File: src/logic/tmc_pkg.sv
// Shared constants, types and carriers of the 8-bit timer control block
package tmc_pkg;

  // Register offsets in data space
  localparam logic [7:0] TMC_ADDR_FLAGS  = 8'h35;
  localparam logic [7:0] TMC_ADDR_SYNC   = 8'h43;
  localparam logic [7:0] TMC_ADDR_CTRL_A = 8'h44;
  localparam logic [7:0] TMC_ADDR_CTRL_B = 8'h45;
  localparam logic [7:0] TMC_ADDR_COUNT  = 8'h46;
  localparam logic [7:0] TMC_ADDR_CMP_A  = 8'h47;
  localparam logic [7:0] TMC_ADDR_CMP_B  = 8'h48;
  localparam logic [7:0] TMC_ADDR_MASK   = 8'h6E;

  // Values after reset, counter landmarks and the control A write mask
  localparam logic [7:0] TMC_RESET_VALUE  = 8'h00;
  localparam logic [7:0] TMC_MAX_VALUE    = 8'hFF;
  localparam logic [7:0] TMC_BOTTOM_VALUE = 8'h00;
  localparam logic [7:0] TMC_CTRL_A_MASK  = 8'hF3;

  // Field positions
  localparam int unsigned TMC_BIT_FORCE_A    = 7;
  localparam int unsigned TMC_BIT_FORCE_B    = 6;
  localparam int unsigned TMC_BIT_WAVE_HIGH  = 3;
  localparam int unsigned TMC_BIT_SYNC_HOLD  = 7;
  localparam int unsigned TMC_BIT_ASYNC_RST  = 1;
  localparam int unsigned TMC_BIT_SHARED_RST = 0;
  localparam int unsigned TMC_COM_A_LSB      = 6;
  localparam int unsigned TMC_COM_B_LSB      = 4;
  localparam int unsigned TMC_FLAG_OVF       = 0;
  localparam int unsigned TMC_FLAG_CMP_A     = 1;
  localparam int unsigned TMC_FLAG_CMP_B     = 2;

  // Prescaler length: the longest division is 2**10
  localparam int unsigned TMC_PRESC_WIDTH = 10;

  typedef enum logic [2:0] {
    CS_STOP, CS_DIV1, CS_DIV8, CS_DIV64, CS_DIV256, CS_DIV1024, CS_EXT_FALL, CS_EXT_RISE
  } tmc_clksel_t;

  typedef enum logic [2:0] {
    WM_NORMAL, WM_PC_MAX, WM_CTC, WM_FAST_MAX, WM_RSV4, WM_PC_CMPA, WM_RSV6, WM_FAST_CMPA
  } tmc_wmode_t;

  typedef struct packed {
    logic [7:0] addr;
    logic       wr;
    logic       rd;
    logic [7:0] wdata;
  } tmc_iobus_t;

endpackage

File: src/logic/tmc_prescaler.sv
// Shared clock prescaler with tap selection
module tmc_prescaler
  import tmc_pkg::*;
#(
  parameter int unsigned WIDTH = TMC_PRESC_WIDTH
) (
  input  wire logic        i_clock,
  input  wire logic        i_resetn,
  input  wire logic        i_clock_enable,
  input  wire logic        i_clear,
  input  wire tmc_clksel_t i_select,
  output logic             o_tick
);

  typedef struct packed {
    logic [WIDTH-1:0] count;
  } tmc_presc_state_t;

  tmc_presc_state_t st;
  tmc_presc_state_t nxt;

  always_comb begin
    nxt = st;
    nxt.count = i_clear ? '0 : st.count + 1'b1;
    o_tick = 1'b0;
    unique case (i_select)
      CS_DIV1:    o_tick = 1'b1;
      CS_DIV8:    o_tick = &st.count[2:0];
      CS_DIV64:   o_tick = &st.count[5:0];
      CS_DIV256:  o_tick = &st.count[7:0];
      CS_DIV1024: o_tick = &st.count[9:0];
      CS_STOP, CS_EXT_FALL, CS_EXT_RISE: o_tick = 1'b0;
    endcase
    // Held reset keeps the prescaled timers halted
    if (i_clear && i_select != CS_DIV1) begin
      o_tick = 1'b0;
    end
  end

  always_ff @(posedge i_clock) begin
    if (!i_resetn) begin
      st <= '0;
    end else if (i_clock_enable) begin
      st <= nxt;
    end
  end

endmodule

File: src/logic/tmc_pin_edge.sv
// Edge detector for the external count pin
module tmc_pin_edge
  import tmc_pkg::*;
(
  input  wire logic i_clock,
  input  wire logic i_resetn,
  input  wire logic i_clock_enable,
  input  wire logic i_pin,
  output logic      o_rise,
  output logic      o_fall
);

  typedef struct packed {
    logic prev;
  } tmc_edge_state_t;

  tmc_edge_state_t st;
  tmc_edge_state_t nxt;

  always_comb begin
    nxt.prev = i_pin;
    o_rise   = i_pin & ~st.prev;
    o_fall   = ~i_pin & st.prev;
  end

  always_ff @(posedge i_clock) begin
    if (!i_resetn) begin
      st <= '0;
    end else if (i_clock_enable) begin
      st <= nxt;
    end
  end

endmodule

File: src/logic/tmc_timer_core.sv
// Timer 0 mode, clock select, force compare, interrupt mask and prescaler control
////////////////////////////////////////////////////////////////////////////////
module tmc_timer_core
  import tmc_pkg::*;
(
  input  wire logic       i_clock,
  input  wire logic       i_resetn,
  input  wire logic       i_clock_enable,
  input  wire tmc_iobus_t i_bus,
  input  wire logic       i_global_irq_enable,
  input  wire logic [2:0] i_vector_ack,
  input  wire logic       i_external_count_pin,
  input  wire logic       i_async_mode,
  input  wire logic       i_async_reset_done,
  output logic [7:0]      o_rdata,
  output logic            o_wave_out_a,
  output logic            o_wave_out_b,
  output logic [2:0]      o_irq_request,
  output logic            o_shared_prescaler_reset,
  output logic            o_async_prescaler_reset
);

  typedef struct packed {
    logic [7:0]  ctrl_a;
    logic        wave_mode_high_bit;
    tmc_clksel_t clock_select_field;
    logic [7:0]  count;
    logic [7:0]  cmp_a_buf;
    logic [7:0]  cmp_b_buf;
    logic [7:0]  cmp_a;
    logic [7:0]  cmp_b;
    logic [2:0]  flags;
    logic [2:0]  mask;
    logic        sync_hold_mode;
    logic        async_prescaler_reset;
    logic        shared_prescaler_reset;
    logic        count_down;
    logic        suppress;
    logic        wave_a;
    logic        wave_b;
    logic [2:0]  irq;
    logic [7:0]  rdata;
  } tmc_core_state_t;

  tmc_core_state_t st;
  tmc_core_state_t nxt;

  logic       presc_tick;
  logic       pin_rise;
  logic       pin_fall;
  logic       tick;
  logic       hit_a;
  logic       hit_b;
  logic       ovf;
  logic       load;
  logic       is_pwm;
  logic       force_a;
  logic       force_b;
  logic [7:0] top;
  tmc_wmode_t mode;

  ////////////////////////////////////////////////////////////////////////////////

  function automatic logic bus_write(input tmc_iobus_t b, input logic [7:0] a);
    return b.wr && (b.addr == a);
  endfunction

  // Next wave level from output mode, match, bottom and count direction
  function automatic logic wave_next(input logic [1:0] com, input logic cur,
                                     input logic match, input logic bottom,
                                     input logic up, input tmc_wmode_t m,
                                     input logic may_toggle);
    logic res;
    res = cur;
    unique case (m)
      WM_FAST_MAX, WM_FAST_CMPA: begin
        if (com == 2'b01 && may_toggle && match) begin
          res = ~cur;
        end else if (com[1]) begin
          if (match) begin
            res = com[0];
          end
          if (bottom) begin
            res = ~com[0];
          end
        end
      end
      WM_PC_MAX, WM_PC_CMPA: begin
        if (com == 2'b01 && may_toggle && match) begin
          res = ~cur;
        end else if (com[1] && match) begin
          res = up ? com[0] : ~com[0];
        end
      end
      default: begin
        if (match) begin
          unique case (com)
            2'b00: res = cur;
            2'b01: res = ~cur;
            2'b10: res = 1'b0;
            2'b11: res = 1'b1;
          endcase
        end
      end
    endcase
    return res;
  endfunction

  ////////////////////////////////////////////////////////////////////////////////

  tmc_prescaler #(
    .WIDTH (TMC_PRESC_WIDTH)
  ) u_prescaler (
    .i_clock        (i_clock),
    .i_resetn       (i_resetn),
    .i_clock_enable (i_clock_enable),
    .i_clear        (st.shared_prescaler_reset),
    .i_select       (st.clock_select_field),
    .o_tick         (presc_tick)
  );

  // Pin is sampled whatever its port direction
  tmc_pin_edge u_pin_edge (
    .i_clock        (i_clock),
    .i_resetn       (i_resetn),
    .i_clock_enable (i_clock_enable),
    .i_pin          (i_external_count_pin),
    .o_rise         (pin_rise),
    .o_fall         (pin_fall)
  );

  ////////////////////////////////////////////////////////////////////////////////

  always_comb begin
    nxt = st;
    mode = tmc_wmode_t'({st.wave_mode_high_bit, st.ctrl_a[1:0]});
    is_pwm = mode inside {WM_PC_MAX, WM_FAST_MAX, WM_PC_CMPA, WM_FAST_CMPA};
    top = (mode inside {WM_CTC, WM_PC_CMPA, WM_FAST_CMPA}) ? st.cmp_a : TMC_MAX_VALUE;
    unique case (st.clock_select_field)
      CS_EXT_FALL: tick = pin_fall;
      CS_EXT_RISE: tick = pin_rise;
      default:     tick = presc_tick;
    endcase
    hit_a = tick && !st.suppress && (st.count == st.cmp_a);
    hit_b = tick && !st.suppress && (st.count == st.cmp_b);
    ovf = 1'b0;
    load = 1'b0;
    if (tick) begin
      nxt.suppress = 1'b0;
      unique case (mode)
        WM_NORMAL, WM_CTC: begin
          nxt.count = (st.count == top) ? TMC_BOTTOM_VALUE : st.count + 8'h01;
          ovf = (st.count == TMC_MAX_VALUE);
        end
        WM_FAST_MAX, WM_FAST_CMPA: begin
          nxt.count = (st.count == top) ? TMC_BOTTOM_VALUE : st.count + 8'h01;
          load = (st.count == top);
          ovf = (st.count == top);
        end
        WM_PC_MAX, WM_PC_CMPA: begin
          if (!st.count_down) begin
            load = (st.count == top);
            nxt.count_down = (st.count == top);
            nxt.count = (st.count == top) ? st.count - 8'h01 : st.count + 8'h01;
          end else begin
            ovf = (st.count == TMC_BOTTOM_VALUE);
            nxt.count_down = (st.count != TMC_BOTTOM_VALUE);
            nxt.count = (st.count == TMC_BOTTOM_VALUE) ? st.count + 8'h01 : st.count - 8'h01;
          end
        end
        WM_RSV4, WM_RSV6: nxt.count = st.count;
      endcase
    end
    if (!is_pwm) begin
      nxt.count_down = 1'b0;
    end
    // Non-PWM modes take compare values at once
    if (!is_pwm || load) begin
      nxt.cmp_a = st.cmp_a_buf;
      nxt.cmp_b = st.cmp_b_buf;
    end

    // Forced match touches only the wave outputs
    force_a = !is_pwm && bus_write(i_bus, TMC_ADDR_CTRL_B) && i_bus.wdata[TMC_BIT_FORCE_A];
    force_b = !is_pwm && bus_write(i_bus, TMC_ADDR_CTRL_B) && i_bus.wdata[TMC_BIT_FORCE_B];
    nxt.wave_a = wave_next(st.ctrl_a[TMC_COM_A_LSB +: 2], st.wave_a, hit_a || force_a,
                           load, !st.count_down, mode, st.wave_mode_high_bit);
    nxt.wave_b = wave_next(st.ctrl_a[TMC_COM_B_LSB +: 2], st.wave_b, hit_b || force_b,
                           load, !st.count_down, mode, 1'b0);

    // Set wins over clear; force strobes never reach the flags
    nxt.flags = (st.flags & ~(i_vector_ack |
                 ({3{bus_write(i_bus, TMC_ADDR_FLAGS)}} & i_bus.wdata[2:0])))
                | {hit_b, hit_a, ovf};
    nxt.irq = st.flags & st.mask & {3{i_global_irq_enable}};

    // Prescaler reset bits self-clear unless held; the async bit also stays set in async mode until i_async_reset_done
    if (!st.sync_hold_mode) begin
      nxt.shared_prescaler_reset = 1'b0;
      if (!(i_async_mode && !i_async_reset_done)) begin
        nxt.async_prescaler_reset = 1'b0;
      end
    end

    if (bus_write(i_bus, TMC_ADDR_SYNC)) begin
      nxt.sync_hold_mode = i_bus.wdata[TMC_BIT_SYNC_HOLD];
      nxt.shared_prescaler_reset = i_bus.wdata[TMC_BIT_SHARED_RST];
      nxt.async_prescaler_reset = i_bus.wdata[TMC_BIT_ASYNC_RST];
    end
    if (bus_write(i_bus, TMC_ADDR_CTRL_A)) begin
      nxt.ctrl_a = i_bus.wdata & TMC_CTRL_A_MASK;
    end
    if (bus_write(i_bus, TMC_ADDR_CTRL_B)) begin
      nxt.wave_mode_high_bit = i_bus.wdata[TMC_BIT_WAVE_HIGH];
      nxt.clock_select_field = tmc_clksel_t'(i_bus.wdata[2:0]);
    end
    if (bus_write(i_bus, TMC_ADDR_COUNT)) begin
      nxt.count = i_bus.wdata;
      nxt.suppress = 1'b1;
    end
    if (bus_write(i_bus, TMC_ADDR_CMP_A)) begin
      nxt.cmp_a_buf = i_bus.wdata;
    end
    if (bus_write(i_bus, TMC_ADDR_CMP_B)) begin
      nxt.cmp_b_buf = i_bus.wdata;
    end
    if (bus_write(i_bus, TMC_ADDR_MASK)) begin
      nxt.mask = i_bus.wdata[2:0];
    end

    if (i_bus.rd) begin
      unique case (i_bus.addr)
        TMC_ADDR_CTRL_A: nxt.rdata = st.ctrl_a;
        TMC_ADDR_CTRL_B: nxt.rdata = {4'h0, st.wave_mode_high_bit, st.clock_select_field};
        TMC_ADDR_COUNT:  nxt.rdata = st.count;
        TMC_ADDR_CMP_A:  nxt.rdata = st.cmp_a_buf;
        TMC_ADDR_CMP_B:  nxt.rdata = st.cmp_b_buf;
        TMC_ADDR_FLAGS:  nxt.rdata = {5'h00, st.flags};
        TMC_ADDR_MASK:   nxt.rdata = {5'h00, st.mask};
        TMC_ADDR_SYNC:   nxt.rdata = {st.sync_hold_mode, 5'h00, st.async_prescaler_reset,
                                      st.shared_prescaler_reset};
        default:         nxt.rdata = TMC_RESET_VALUE;
      endcase
    end
  end

  always_ff @(posedge i_clock) begin
    if (!i_resetn) begin
      st <= '0;
    end else if (i_clock_enable) begin
      st <= nxt;
    end
  end

  assign o_rdata                  = st.rdata;
  assign o_wave_out_a             = st.wave_a;
  assign o_wave_out_b             = st.wave_b;
  assign o_irq_request            = st.irq;
  assign o_shared_prescaler_reset = st.shared_prescaler_reset;
  assign o_async_prescaler_reset  = st.async_prescaler_reset;
endmodule

File: config.mk
export PLATFORM = sky130hd
export DESIGN_NAME = tmc_timer_core
export DESIGN_NICKNAME = d
export VERILOG_FILES = /design/src/logic/tmc_pkg.sv /design/src/logic/tmc_prescaler.sv /design/src/logic/tmc_pin_edge.sv /design/src/logic/tmc_timer_core.sv
export SDC_FILE = /design/constraint.sdc
export NUM_CORES = 1
export LEC_CHECK = 0
export BUFFER_PORTS_ARGS = -buffer_cell sky130_fd_sc_hd__buf_2
export CORE_UTILIZATION = 49
export CTS_BUF_LIST = sky130_fd_sc_hd__clkbuf_4 sky130_fd_sc_hd__clkbuf_8 sky130_fd_sc_hd__clkbuf_16
export CTS_CLUSTER_DIAMETER = 100
export DETAILED_ROUTE_END_ITERATION = 7
export MAX_ROUTING_LAYER = met4
export PLACE_DENSITY = 0.73
export SLEW_MARGIN = 15
export SYNTH_ARGS = -nofsm -noshare
export SYNTH_HDL_FRONTEND = slang
export SYNTH_SLANG_ARGS = --single-unit
export TNS_END_PERCENT = 1
File: constraint.sdc
create_clock -name i_clock -period 6 [get_ports i_clock]
set_clock_uncertainty 0.1 [all_clocks]
set_input_delay 0.3 -clock i_clock [delete_from_list [all_inputs] [get_ports i_clock]]
set_output_delay 0.3 -clock i_clock [all_outputs]
set_load 0.02 [all_outputs]
# After elaboration in Yosys (flattened, before gate mapping)
# Index checks and enable logic that the tools add are counted.
# totals
ff_bits	85
in_bits	28
out_inout_bits	15
word_cells	192
# op_classes
n_addsub	3
n_eq_ne	46
mux	45
bitwise	15
n_reduce_logical	62
# ops
operator	count
one-hot mux 8 bit (8 select lines)	1
equality test 8 x 7 -> 1 bit, second input constant	7
2-to-1 mux 8 bit	7
equality test 3 bit, second input constant	8
equality test 8 bit	3
2-to-1 mux 1 bit	24
logical AND 1 bit	20
AND reduction 2 bit	10
AND reduction 6 bit	3
one-hot mux 8 bit (2 select lines)	1
AND 3 bit	4
equality test 3 x 2 -> 1 bit, second input constant	4
!= test 3 bit, second input constant	4
AND reduction 3 bit	4
adder 10 x 1 -> 10 bit, second input constant	1
2-to-1 mux 10 bit	1
AND reduction 10 bit	1
one-hot mux 1 bit (3 select lines)	3
nonzero test 3 bit	3
adder 8 x 1 -> 8 bit, second input constant	1
equality test 2 bit, second input constant	4
equality test 8 x 6 -> 1 bit, second input constant	1
equality test 8 bit, second input constant	1
zero test 8 bit	1
other kinds (25)	54

# Longest topological paths before layout
# Gate-level depths: netlist of run 1.
# logic_depth
word_depth	13
mapped_depth	12
depth_no_buf	10

# Hierarchy
# Synthesis of run 1 repeated with hierarchy kept, for this count alone.
# unflattened
cells_unflattened	644
hier_area_um2	5021.1
# by_module_without_submodules
module	n_inst	cells_each	area_each_um2	seq_area_each_um2
tmc_timer_core	1	578	4433.0	1481.4
tmc_prescaler	1	61	539.3	200.2
tmc_pin_edge	1	5	48.8	20.0

# Least setup slack after synthesis of run 1
# OpenSTA, ideal clock, no wires.
# synth_path
kind	flip-flop to flip-flop
startpoint	register u_prescaler.st[0] in the netlist's numbering
endpoint	register st, in the netlist o_wave_out_b
setup_time_ns	0.116
t_arrival_ns	2.394
required_time_ns	5.784
path_slack_ns	3.391
path_stages_with_launch	10
path_buffers	0
period_less_slack_ns	2.609
cell_sequence	dfxtp_1 -> ha_1 -> nand4bb_4 -> a2111oi_4 -> o22ai_2 -> or4_4 -> a21oi_2 -> o21ai_1 -> a211o_1 -> and3_1
# synth_between
elab_chain_cells	10
elab_cells_between_ends	19
classes_between	eq/ne: 2; mux: 7; reduce/logical: 10
# synth_lines
element	line	rtl
from (decl)	tmc_prescaler.sv:19	tmc_presc_state_t st;
from (signal assigned)	tmc_prescaler.sv:44	st <= nxt;
AND reduction 10 bit (tied with other cells)	tmc_prescaler.sv:31	CS_DIV1024: o_tick = &st.count[9:0];
one-hot mux 1 bit (6 select lines) *	tmc_prescaler.sv:26	unique case (i_select)
2-to-1 mux 1 bit *	tmc_prescaler.sv:35	if (i_clear && i_select != CS_DIV1) begin
one-hot mux 1 bit (2 select lines) *	tmc_timer_core.sv:139	unique case (st.clock_select_field)
logical AND 1 bit (2 in a row)	tmc_timer_core.sv:145	hit_b = tick && !st.suppress && (st.count == st.cmp_b);
logical OR 1 bit	tmc_timer_core.sv:188	nxt.wave_b = wave_next(st.ctrl_a[TMC_COM_B_LSB +: 2], st.wave_b, hit_b || force_b,
logical AND 1 bit	tmc_timer_core.sv:91	end else if (com[1] && match) begin
!= test 2 bit (no line)	n/a	
AND reduction 6 bit (no line)	n/a	
to (signal assigned)	tmc_timer_core.sv:251	st <= nxt;
to (decl)	tmc_timer_core.sv:45	tmc_core_state_t st;
# Mark *: on every way between the ends. The rest lies on a longest branch, timed or not. The select of a mux whose other input is x is not followed.
# A chain may end at the register's enable or synchronous reset.

# Final worst setup path of run 1
# layout_path
startpoint	register st[56] in the netlist's numbering
endpoint	register st[34] in the netlist's numbering
# layout_between
elab_chain_cells	6
# layout_lines
element	line	rtl
equality test 8 bit *	tmc_timer_core.sv:157, tmc_timer_core.sv:162	
2-to-1 mux 1 bit	tmc_timer_core.sv:161	if (!st.count_down) begin
one-hot mux 1 bit (2 select lines) *	tmc_timer_core.sv:150	unique case (mode)
2-to-1 mux 1 bit *	tmc_timer_core.sv:148	if (tick) begin
logical OR 1 bit *	tmc_timer_core.sv:178	if (!is_pwm || load) begin
AND reduction 2 bit (no line) *	n/a	
# Mark *: on every way between the ends. The rest lies on a longest branch, timed or not.

==> results of run 1 <==
[placed cells by master, fill, tap and decap left out, types with 12 or more instances in the layout]
cell | netlist | final
a22oi_1 | 23 | 23
nand3_1 | 15 | 15
nor2_1 | 26 | 26
dfxtp_1 | 85 | 85
o21ai_0 | 17 | 17
nand2_1 | 34 | 34
xor2_1 | 12 | 12
inv_1 | 17 | 17
nand4_1 | 14 | 14
buf_2 | 11 | 42
nor2b_1 | 69 | 69
mux2i_1 | 47 | 47
a21oi_1 | 23 | 23
[worst register-to-register path, stage by stage (launching register included)]
cell and delay, ps:
dfxtp_1 630, inv_4 90, a22o_1 220, or4_4 510, a21oi_1 750, nand2_1 120
a21o_1 510, mux2i_1 300, nor2b_1 60
[report_power, final]
part / internal (mW) / switching (mW) / total [mW]
logic: 0.0218 / 0.0357 / 0.0575
registers: 0.565 / 0.00187 / 0.567
clock network: 0.200 / 0.229 / 0.429
[synthesized netlist by cell type (3+ instances only)]
| cell type | number | area, sq um |
|---|---|---|
| mux2i_1 | 47 | 470.5 |
| a22oi_1 | 23 | 172.7 |
| o22ai_1 | 5 | 31.28 |
| o31ai_1 | 3 | 22.52 |
| nor2_1 | 26 | 97.59 |
| ha_1 | 5 | 62.56 |
| clkbuf_1 | 25 | 93.84 |
| xor2_1 | 12 | 105.1 |
| o21ai_1 | 3 | 15.01 |
| or3_1 | 5 | 31.28 |
| o221ai_1 | 3 | 26.28 |
| nor2b_1 | 69 | 431.7 |
| xnor2_1 | 5 | 43.79 |
| nand2b_1 | 5 | 31.28 |
| dfxtp_1 | 85 | 1702 |
| nor4b_1 | 3 | 26.28 |
| a21boi_0 | 3 | 22.52 |
| a21o_1 | 3 | 22.52 |
| nand2_1 | 34 | 127.6 |
| nand4_1 | 14 | 87.58 |
| buf_4 | 13 | 97.59 |
| a22o_1 | 4 | 35.03 |
| a21oi_1 | 23 | 115.1 |
| buf_2 | 11 | 55.05 |
| and2_1 | 7 | 43.79 |
| and3_1 | 8 | 50.05 |
| a222oi_1 | 4 | 40.04 |
| nand3_1 | 15 | 75.07 |
| a211oi_1 | 3 | 22.52 |
| nor3_1 | 6 | 30.03 |
| o21ai_0 | 17 | 85.08 |
| a31oi_1 | 7 | 43.79 |
| inv_1 | 17 | 63.81 |
[cell families after synthesis]
family	after synthesis	share of synthesized area, %
adders and majority gates	5	1.256
muxes	48	9.671
and+or+nand+nor	216	25.90
buffers and inverters	70	6.883
DFF	85	34.16
xor gates and xnor gates	17	2.989
AOI/OAI and AO/OA	131	19.14
[path summary, 6_finish.rpt]
check,from,end,slack (ps),cells past startpoint
hold / removal,i_global_irq_enable,o_irq_request[1],150,3
setup reg to reg,st[56],st[34],2610,8
hold reg to reg,o_rdata[3],o_rdata[3],360,2
setup / recovery,st[56],st[34],2610,8
[area by class of cell]
class	instances	area (sq um)	area share [%]
Tap cell	133	166.4	3.136
Clock buffer	9	123.9	2.334
Clock inverter	7	82.58	1.556
Timing Repair Buffer	44	225.2	4.244
Inverter	18	70.07	1.320
Multi-Input combinational cell	417	2937	55.34
Sequential cell	85	1702	32.07
[layer usage]
metal | routed length, microns | track usage [%]
met1 | 5483 | 31.87
met2 | 5995 | 41.69
met3 | 855 | 5.559
met4 | 309 | 10.40
met5 | 0 | -
[flip-flops by register name, summed over array words and instances, names as in the netlist]
register	count
st	56
u_prescaler.st	10
o_rdata	8
mode	3
o_irq_request	3
o_async_prescaler_reset	1
o_shared_prescaler_reset	1
o_wave_out_a	1
o_wave_out_b	1
u_pin_edge.st	1
[stage by stage]
step,hold WS [ps],cells
6_report,146.9,713
5_1_grt,154.0,713
4_1_cts,138.4,713
3_5_place_dp,346.6,697
3_3_place_gp,344.9,697
2_1_floorplan,335.4,572
==> impl_metrics.py, run 1 <==
metrics = {
    "floorplan": {
        "die_height_microns": 102.8,
        "start_util_pct": 50.73,
        "num_rows": 36,
        "core_area_sq_mm": 0.009819,
        "dieArea_sq_mm": 0.01057,
        "pin_count": 43,
        "fp.dieW_microns": 102.8,
    },
    "critical_path": {
        "crit_slowest_cell": "a21oi_1",
        "crit_type": "reg2reg",
        "cp-end-kind": "flop",
        "critical-path-top-delay-family": "compound AO/OA/AOI/OAI gates",
        "startpoint_type": "flop",
        "crit_buf_inv": 1,
        "cp_data_arrival_time_ps": 3550,
        "crit_chain": "inv_4, a22o_1, or4_4, a21oi_1, nand2_1, a21o_1, mux2i_1, nor2b_1",
        "cp_max_fo": 16,
        "crit_required_ps": 6170,
        "slowest_delay_ps": 740,
    },
    "clock_tree": {
        "hold_buffers": 0,
        "htreeDepth": 3,
        "cts_made_buffers": 9,
        "clk_pin_slew_ps": 100,
        "post_cts_buffers": 0,
        "cts-resized-gates": 0,
        "cts_tree": "built",
        "cts.sinks": 85,
        "clockBufferDepth": 2,
        "clock_latency_ps": 370,
        "root_buffer": "clkbuf_8",
    },
    "global_route": {
        "antenna_found_initial": 0,
        "overflow": 0,
        "grt_pass1_wl_mm": 20.52,
        "grt_pass1_vias": 4076,
        "grt_max_degree": 83,
        "grt_util_all_layers_pct": 26.02,
    },
    "timing": {
        "max_slew_margin_pct": 37.37,
        "fmax_mhz": 295.3,
        "finalCriticalPeriod_ps": 3387,
        "rsz0062_at_grt": "false",
        "setup_viol": 0,
        "tightest_slew_ps": 939.5,
        "finalSetupTns_ps": 0,
        "hold_violations": 0,
        "setup_slack_ps": 2613,
        "min_period_over_period_pct": 56.45,
        "slew_violations": 0,
    },
    "detailed_routing": {
        "wl_mm": 12.64,
        "drt_iter0_drc": 354,
        "vias": 4342,
        "routed_via_density": 6.090,
        "drt-pass1-iter-count": 6,
        "remaining_drc_errors": 0,
        "wl_per_cell_microns": 17.73,
        "antenna_left": 0,
    },
    "placement": {
        "io_buffer_count": 42,
        "place_hpwl_mm": 8.986,
        "placed_area_sq_mm": 0.005100,
        "routabilityCongestion": 0.9286,
        "pre_cts_slack_ps": 2663,
    },
    "hold_path": {
        "hold_path.class": "in2reg",
    },
    "synth": {
        "syn_avg_cell_area_sq_um": 8.708,
        "synth-edff-count": 0,
        "synthCells": 572,
        "synth.distinct_cells": 82,
        "seq_area_frac_synth_pct": 34.16,
        "ys_warn_count": 0,
        "synthesis.area_sq_mm": 0.004981,
        "ys_seq_elements": 85,
        "async_flop_share_pct": 0,
        "ys.flop_type": "dfxtp_1",
        "synth_nets": 605,
    },
    "final_layout": {
        "area_growth_syn_to_layout_pct": 6.531,
        "fin_util_pct": 54.04,
        "post_route_cells_drive_above_1_share_pct": 13.97,
        "antenna_cells": 0,
        "final_cell_area_sq_mm": 0.005306,
        "fill_cells": 951,
        "fin_nets": 608,
    },
    "pwr": {
        "power_density_mw_per_mm2": 198.5,
        "irDropWorstVdd_uv": 120.1,
        "finalPower_mw": 1.053,
        "power.leakage_nw": 2.001,
    },
    "run_status": {
        "status": "complete, no violations",
    },
    "job": {
        "drv_cap": 0,
    },
}
(Power assumes the default switching activity.)
==> run 2: changes to the inputs <==
--- a/config.mk
+++ b/config.mk
@@ -5,6 +5,7 @@
 export SDC_FILE = /design/constraint.sdc
 export NUM_CORES = 1
 export LEC_CHECK = 0
+export ABC_AREA = 1
 export BUFFER_PORTS_ARGS = -buffer_cell sky130_fd_sc_hd__buf_2
 export CORE_UTILIZATION = 49
 export CTS_BUF_LIST = sky130_fd_sc_hd__clkbuf_4 sky130_fd_sc_hd__clkbuf_8 sky130_fd_sc_hd__clkbuf_16
==> constraint.sdc (replaced) <==
create_clock -name i_clock -period 3.52 [get_ports i_clock]
set_clock_uncertainty 0.1 [all_clocks]
set_input_delay 0.176 -clock i_clock [delete_from_list [all_inputs] [get_ports i_clock]]
set_output_delay 0.176 -clock i_clock [all_outputs]
set_load 0.02 [all_outputs]
==> run 2 against run 1 <==
  * Worst setup slack worse by 1700 ps
  * Total power is 76% higher
  * Design area is 0.17% higher
  * Sequential share of layout area is 0.053 points lower
  * Utilization is 0.34 points higher
  * Largest power group unchanged
  * Largest cell class unchanged
  * First-iteration DRC count is 18% higher
  * Register-to-register slack worse by 1700 ps
  * Clock power is 72% higher
  * Die area is 1.2% lower
  * Sequential power is 72% higher
  * Highest routed layer unchanged
  * Non-clock buffer count stayed put
  * Synthesized area is 1.2% lower
==> impl_metrics.py, run 2 <==
metrics = {
    "clock_tree": {
        "cts_tree": "built",
        "htreeDepth": 3,
        "cts.sinks": 85,
        "clk_pin_slew_ps": 90,
        "root_buffer": "clkbuf_8",
        "clockBufferDepth": 2,
        "cts_made_buffers": 9,
        "clock_latency_ps": 380,
    },
    "pwr": {
        "power.leakage_nw": 2.163,
        "combinationalPowerShare_pct": 7.2,
        "irDropWorstVdd_uv": 209.8,
        "p_switching_uw": 500.0,
        "power.internal_mw": 1.349,
        "seqPwrFrac_pct": 52.8,
        "power_density_mw_per_mm2": 347.9,
        "power.share.switching_pct": 27.04,
        "p_clk_share_pct": 40.0,
    },
    "synth": {
        "yosysTopAreaCellShare_pct": 34.57,
        "synthesis.area_sq_mm": 0.004922,
        "synth_nets": 766,
        "yosysMostFrequentCell": "nand2_1",
        "yosysTopAreaCell": "dfxtp_1",
        "ys.flop_type": "dfxtp_1",
        "yosys-top-cells-area": "dfxtp_1 (35%), nand2_1 (11%), a21oi_1 (9.4%), inv_1 (7.6%), o21ai_0 (6.9%)",
        "seq_area_frac_synth_pct": 34.57,
        "ys_seq_elements": 85,
        "syn_avg_cell_area_sq_um": 6.715,
        "synthCells": 733,
        "ys_warn_count": 0,
        "async_flop_share_pct": 0,
        "synthTopCellsByCount": "nand2_1 (139), inv_1 (100), a21oi_1 (92)",
        "synth-edff-count": 0,
        "synth.distinct_cells": 45,
    },
    "floorplan": {
        "pin_count": 43,
        "core_area_sq_mm": 0.009774,
        "fp.dieW_microns": 102.2,
        "num_rows": 36,
        "die_height_microns": 102.2,
        "dieArea_sq_mm": 0.01045,
        "start_util_pct": 50.36,
    },
    "detailed_routing": {
        "drt-pass1-iter-count": 5,
        "routed_via_density": 5.676,
        "antenna_left": 0,
        "wl_mm": 14.56,
        "vias": 5063,
        "remaining_drc_errors": 0,
        "wl_per_cell_microns": 16.32,
        "drt_iter0_drc": 416,
    },
    "critical_path": {
        "crit_type": "reg2reg",
        "crit_required_ps": 3680,
        "cp_max_fo": 24,
        "cp_data_arrival_time_ps": 2770,
        "cp-end-kind": "flop",
        "startpoint_type": "flop",
    },
    "placement": {
        "place_hpwl_mm": 10.80,
        "routabilityCongestion": 0.9925,
        "io_buffer_count": 42,
    },
    "final_layout": {
        "antenna_cells": 0,
        "post_route_cells_drive_above_1_share_pct": 11.20,
        "seqCellArea_sq_mm": 0.001702,
        "fill_cells": 982,
        "multi_input_area_sq_mm": 0.002620,
        "final_cell_mix": "nand2_1 (139), inv_1 (100), a21oi_1 (92)",
        "area_growth_syn_to_layout_pct": 7.982,
        "final_common_cell": "nand2_1",
        "regMostFlops": "st",
        "fin_nets": 787,
        "fin_util_pct": 54.38,
        "largest_reg_flops": 56,
    },
    "run_status": {
        "status": "complete, no violations",
    },
    "global_route": {
        "grt_pass1_wl_mm": 23.00,
        "grt_util_all_layers_pct": 29.97,
        "grt_pass1_vias": 4532,
        "antenna_found_initial": 0,
        "overflow": 0,
        "grt_max_degree": 49,
    },
    "job": {
        "drv_cap": 0,
    },
    "timing": {
        "rsz0062_at_grt": "false",
        "fmax_mhz": 383.4,
        "min_period_over_period_pct": 74.11,
        "hold_violations": 0,
        "finalCriticalPeriod_ps": 2609,
        "setup_viol": 0,
        "slew_violations": 0,
        "max_slew_margin_pct": 45.93,
        "finalSetupTns_ps": 0,
        "tightest_slew_ps": 811.0,
    },
    "hold_path": {
        "hold_path.class": "in2reg",
    },
}
## run 2: stage by stage
stage	worst slack (ps)	power [mW]	instances	area, sq um	hold slack [ps]
detailed placement	1002	1.129	875	5100	349.6
finish	911.5	1.849	892	5315	50.94
floorplan	1574	1.082	733	4922	210.9
global route	752.3	1.909	892	5315	76.36
global placement	1080	1.125	875	5100	333.2
CTS	973.6	1.850	892	5315	49.17
## run 2: routing by layer
layer  vias up  routed length [microns]  global-route usage [%]
li1       2456                        -                       -
met1      2329                     6433                   39.24
met2       229                     6462                   45.38
met3        49                     1112                   4.856
met4         0                      550                   13.52
met5         -                        0                       -
## run 2: cell families after synthesis
logic type / Yosys count / synth area share (%)
AND/OR/NAND/NOR: 280 / 25.45
AO/OA/AOI/OAI: 203 / 22.78
buffers and inverters: 139 / 12.20
flip-flops: 85 / 34.57
XOR/XNOR: 21 / 3.737
adder cells (fa/ha/maj): 5 / 1.271
## run 2: what timing repair did
| action | CTS | global route |
|---|---|---|
| endpoints found under the hold margin | 1 | 0 |
| resized for setup | 0 | 0 |
| setup buffers | 0 | 0 |
| hold buffers | 1 | 0 |
## run 2: cell type report
class / count / area share [%]
Sequential cell: 85 / 32.02
Timing Repair Buffer: 44 / 4.284
Clock buffer: 9 / 2.331
Inverter: 105 / 7.415
Clock inverter: 7 / 1.530
Multi-Input combinational cell: 509 / 49.29
Tap cell: 133 / 3.131
## run 2: worst max-delay path: stages, from the launching register on
cell and delay (ps):
dfxtp_1 660, inv_2 250, nand2_1 110, nand2_1 60, nand2_1 150, inv_1 60
nand2_1 60, nand2_1 90, nor2_4 200, nand3_4 140, nand2_8 120, nand2_4 160
o21ai_0 250, a21oi_1 70
## run 2: power by group through the flow
stage	Clock (mW)	Combinational (mW)	Sequential, mW
6_report	0.739	0.133	0.977
5_1_grt	0.782	0.149	0.979
4_1_cts	0.742	0.131	0.977
3_5_place_dp	0	0.130	1.00
3_3_place_gp	0	0.126	0.999
2_1_floorplan	0	0.0842	0.998
## run 2: final timing paths
kind | endpoint | startpoint | slack, ps | depth (start not counted)
hold reg to reg | o_rdata[2] | o_rdata[2] | 370 | 2
setup reg to reg | st[34] | mode[0] | 910 | 13
hold / removal | st[22] | i_vector_ack[1] | 50 | 4
setup / recovery | st[34] | mode[0] | 910 | 13
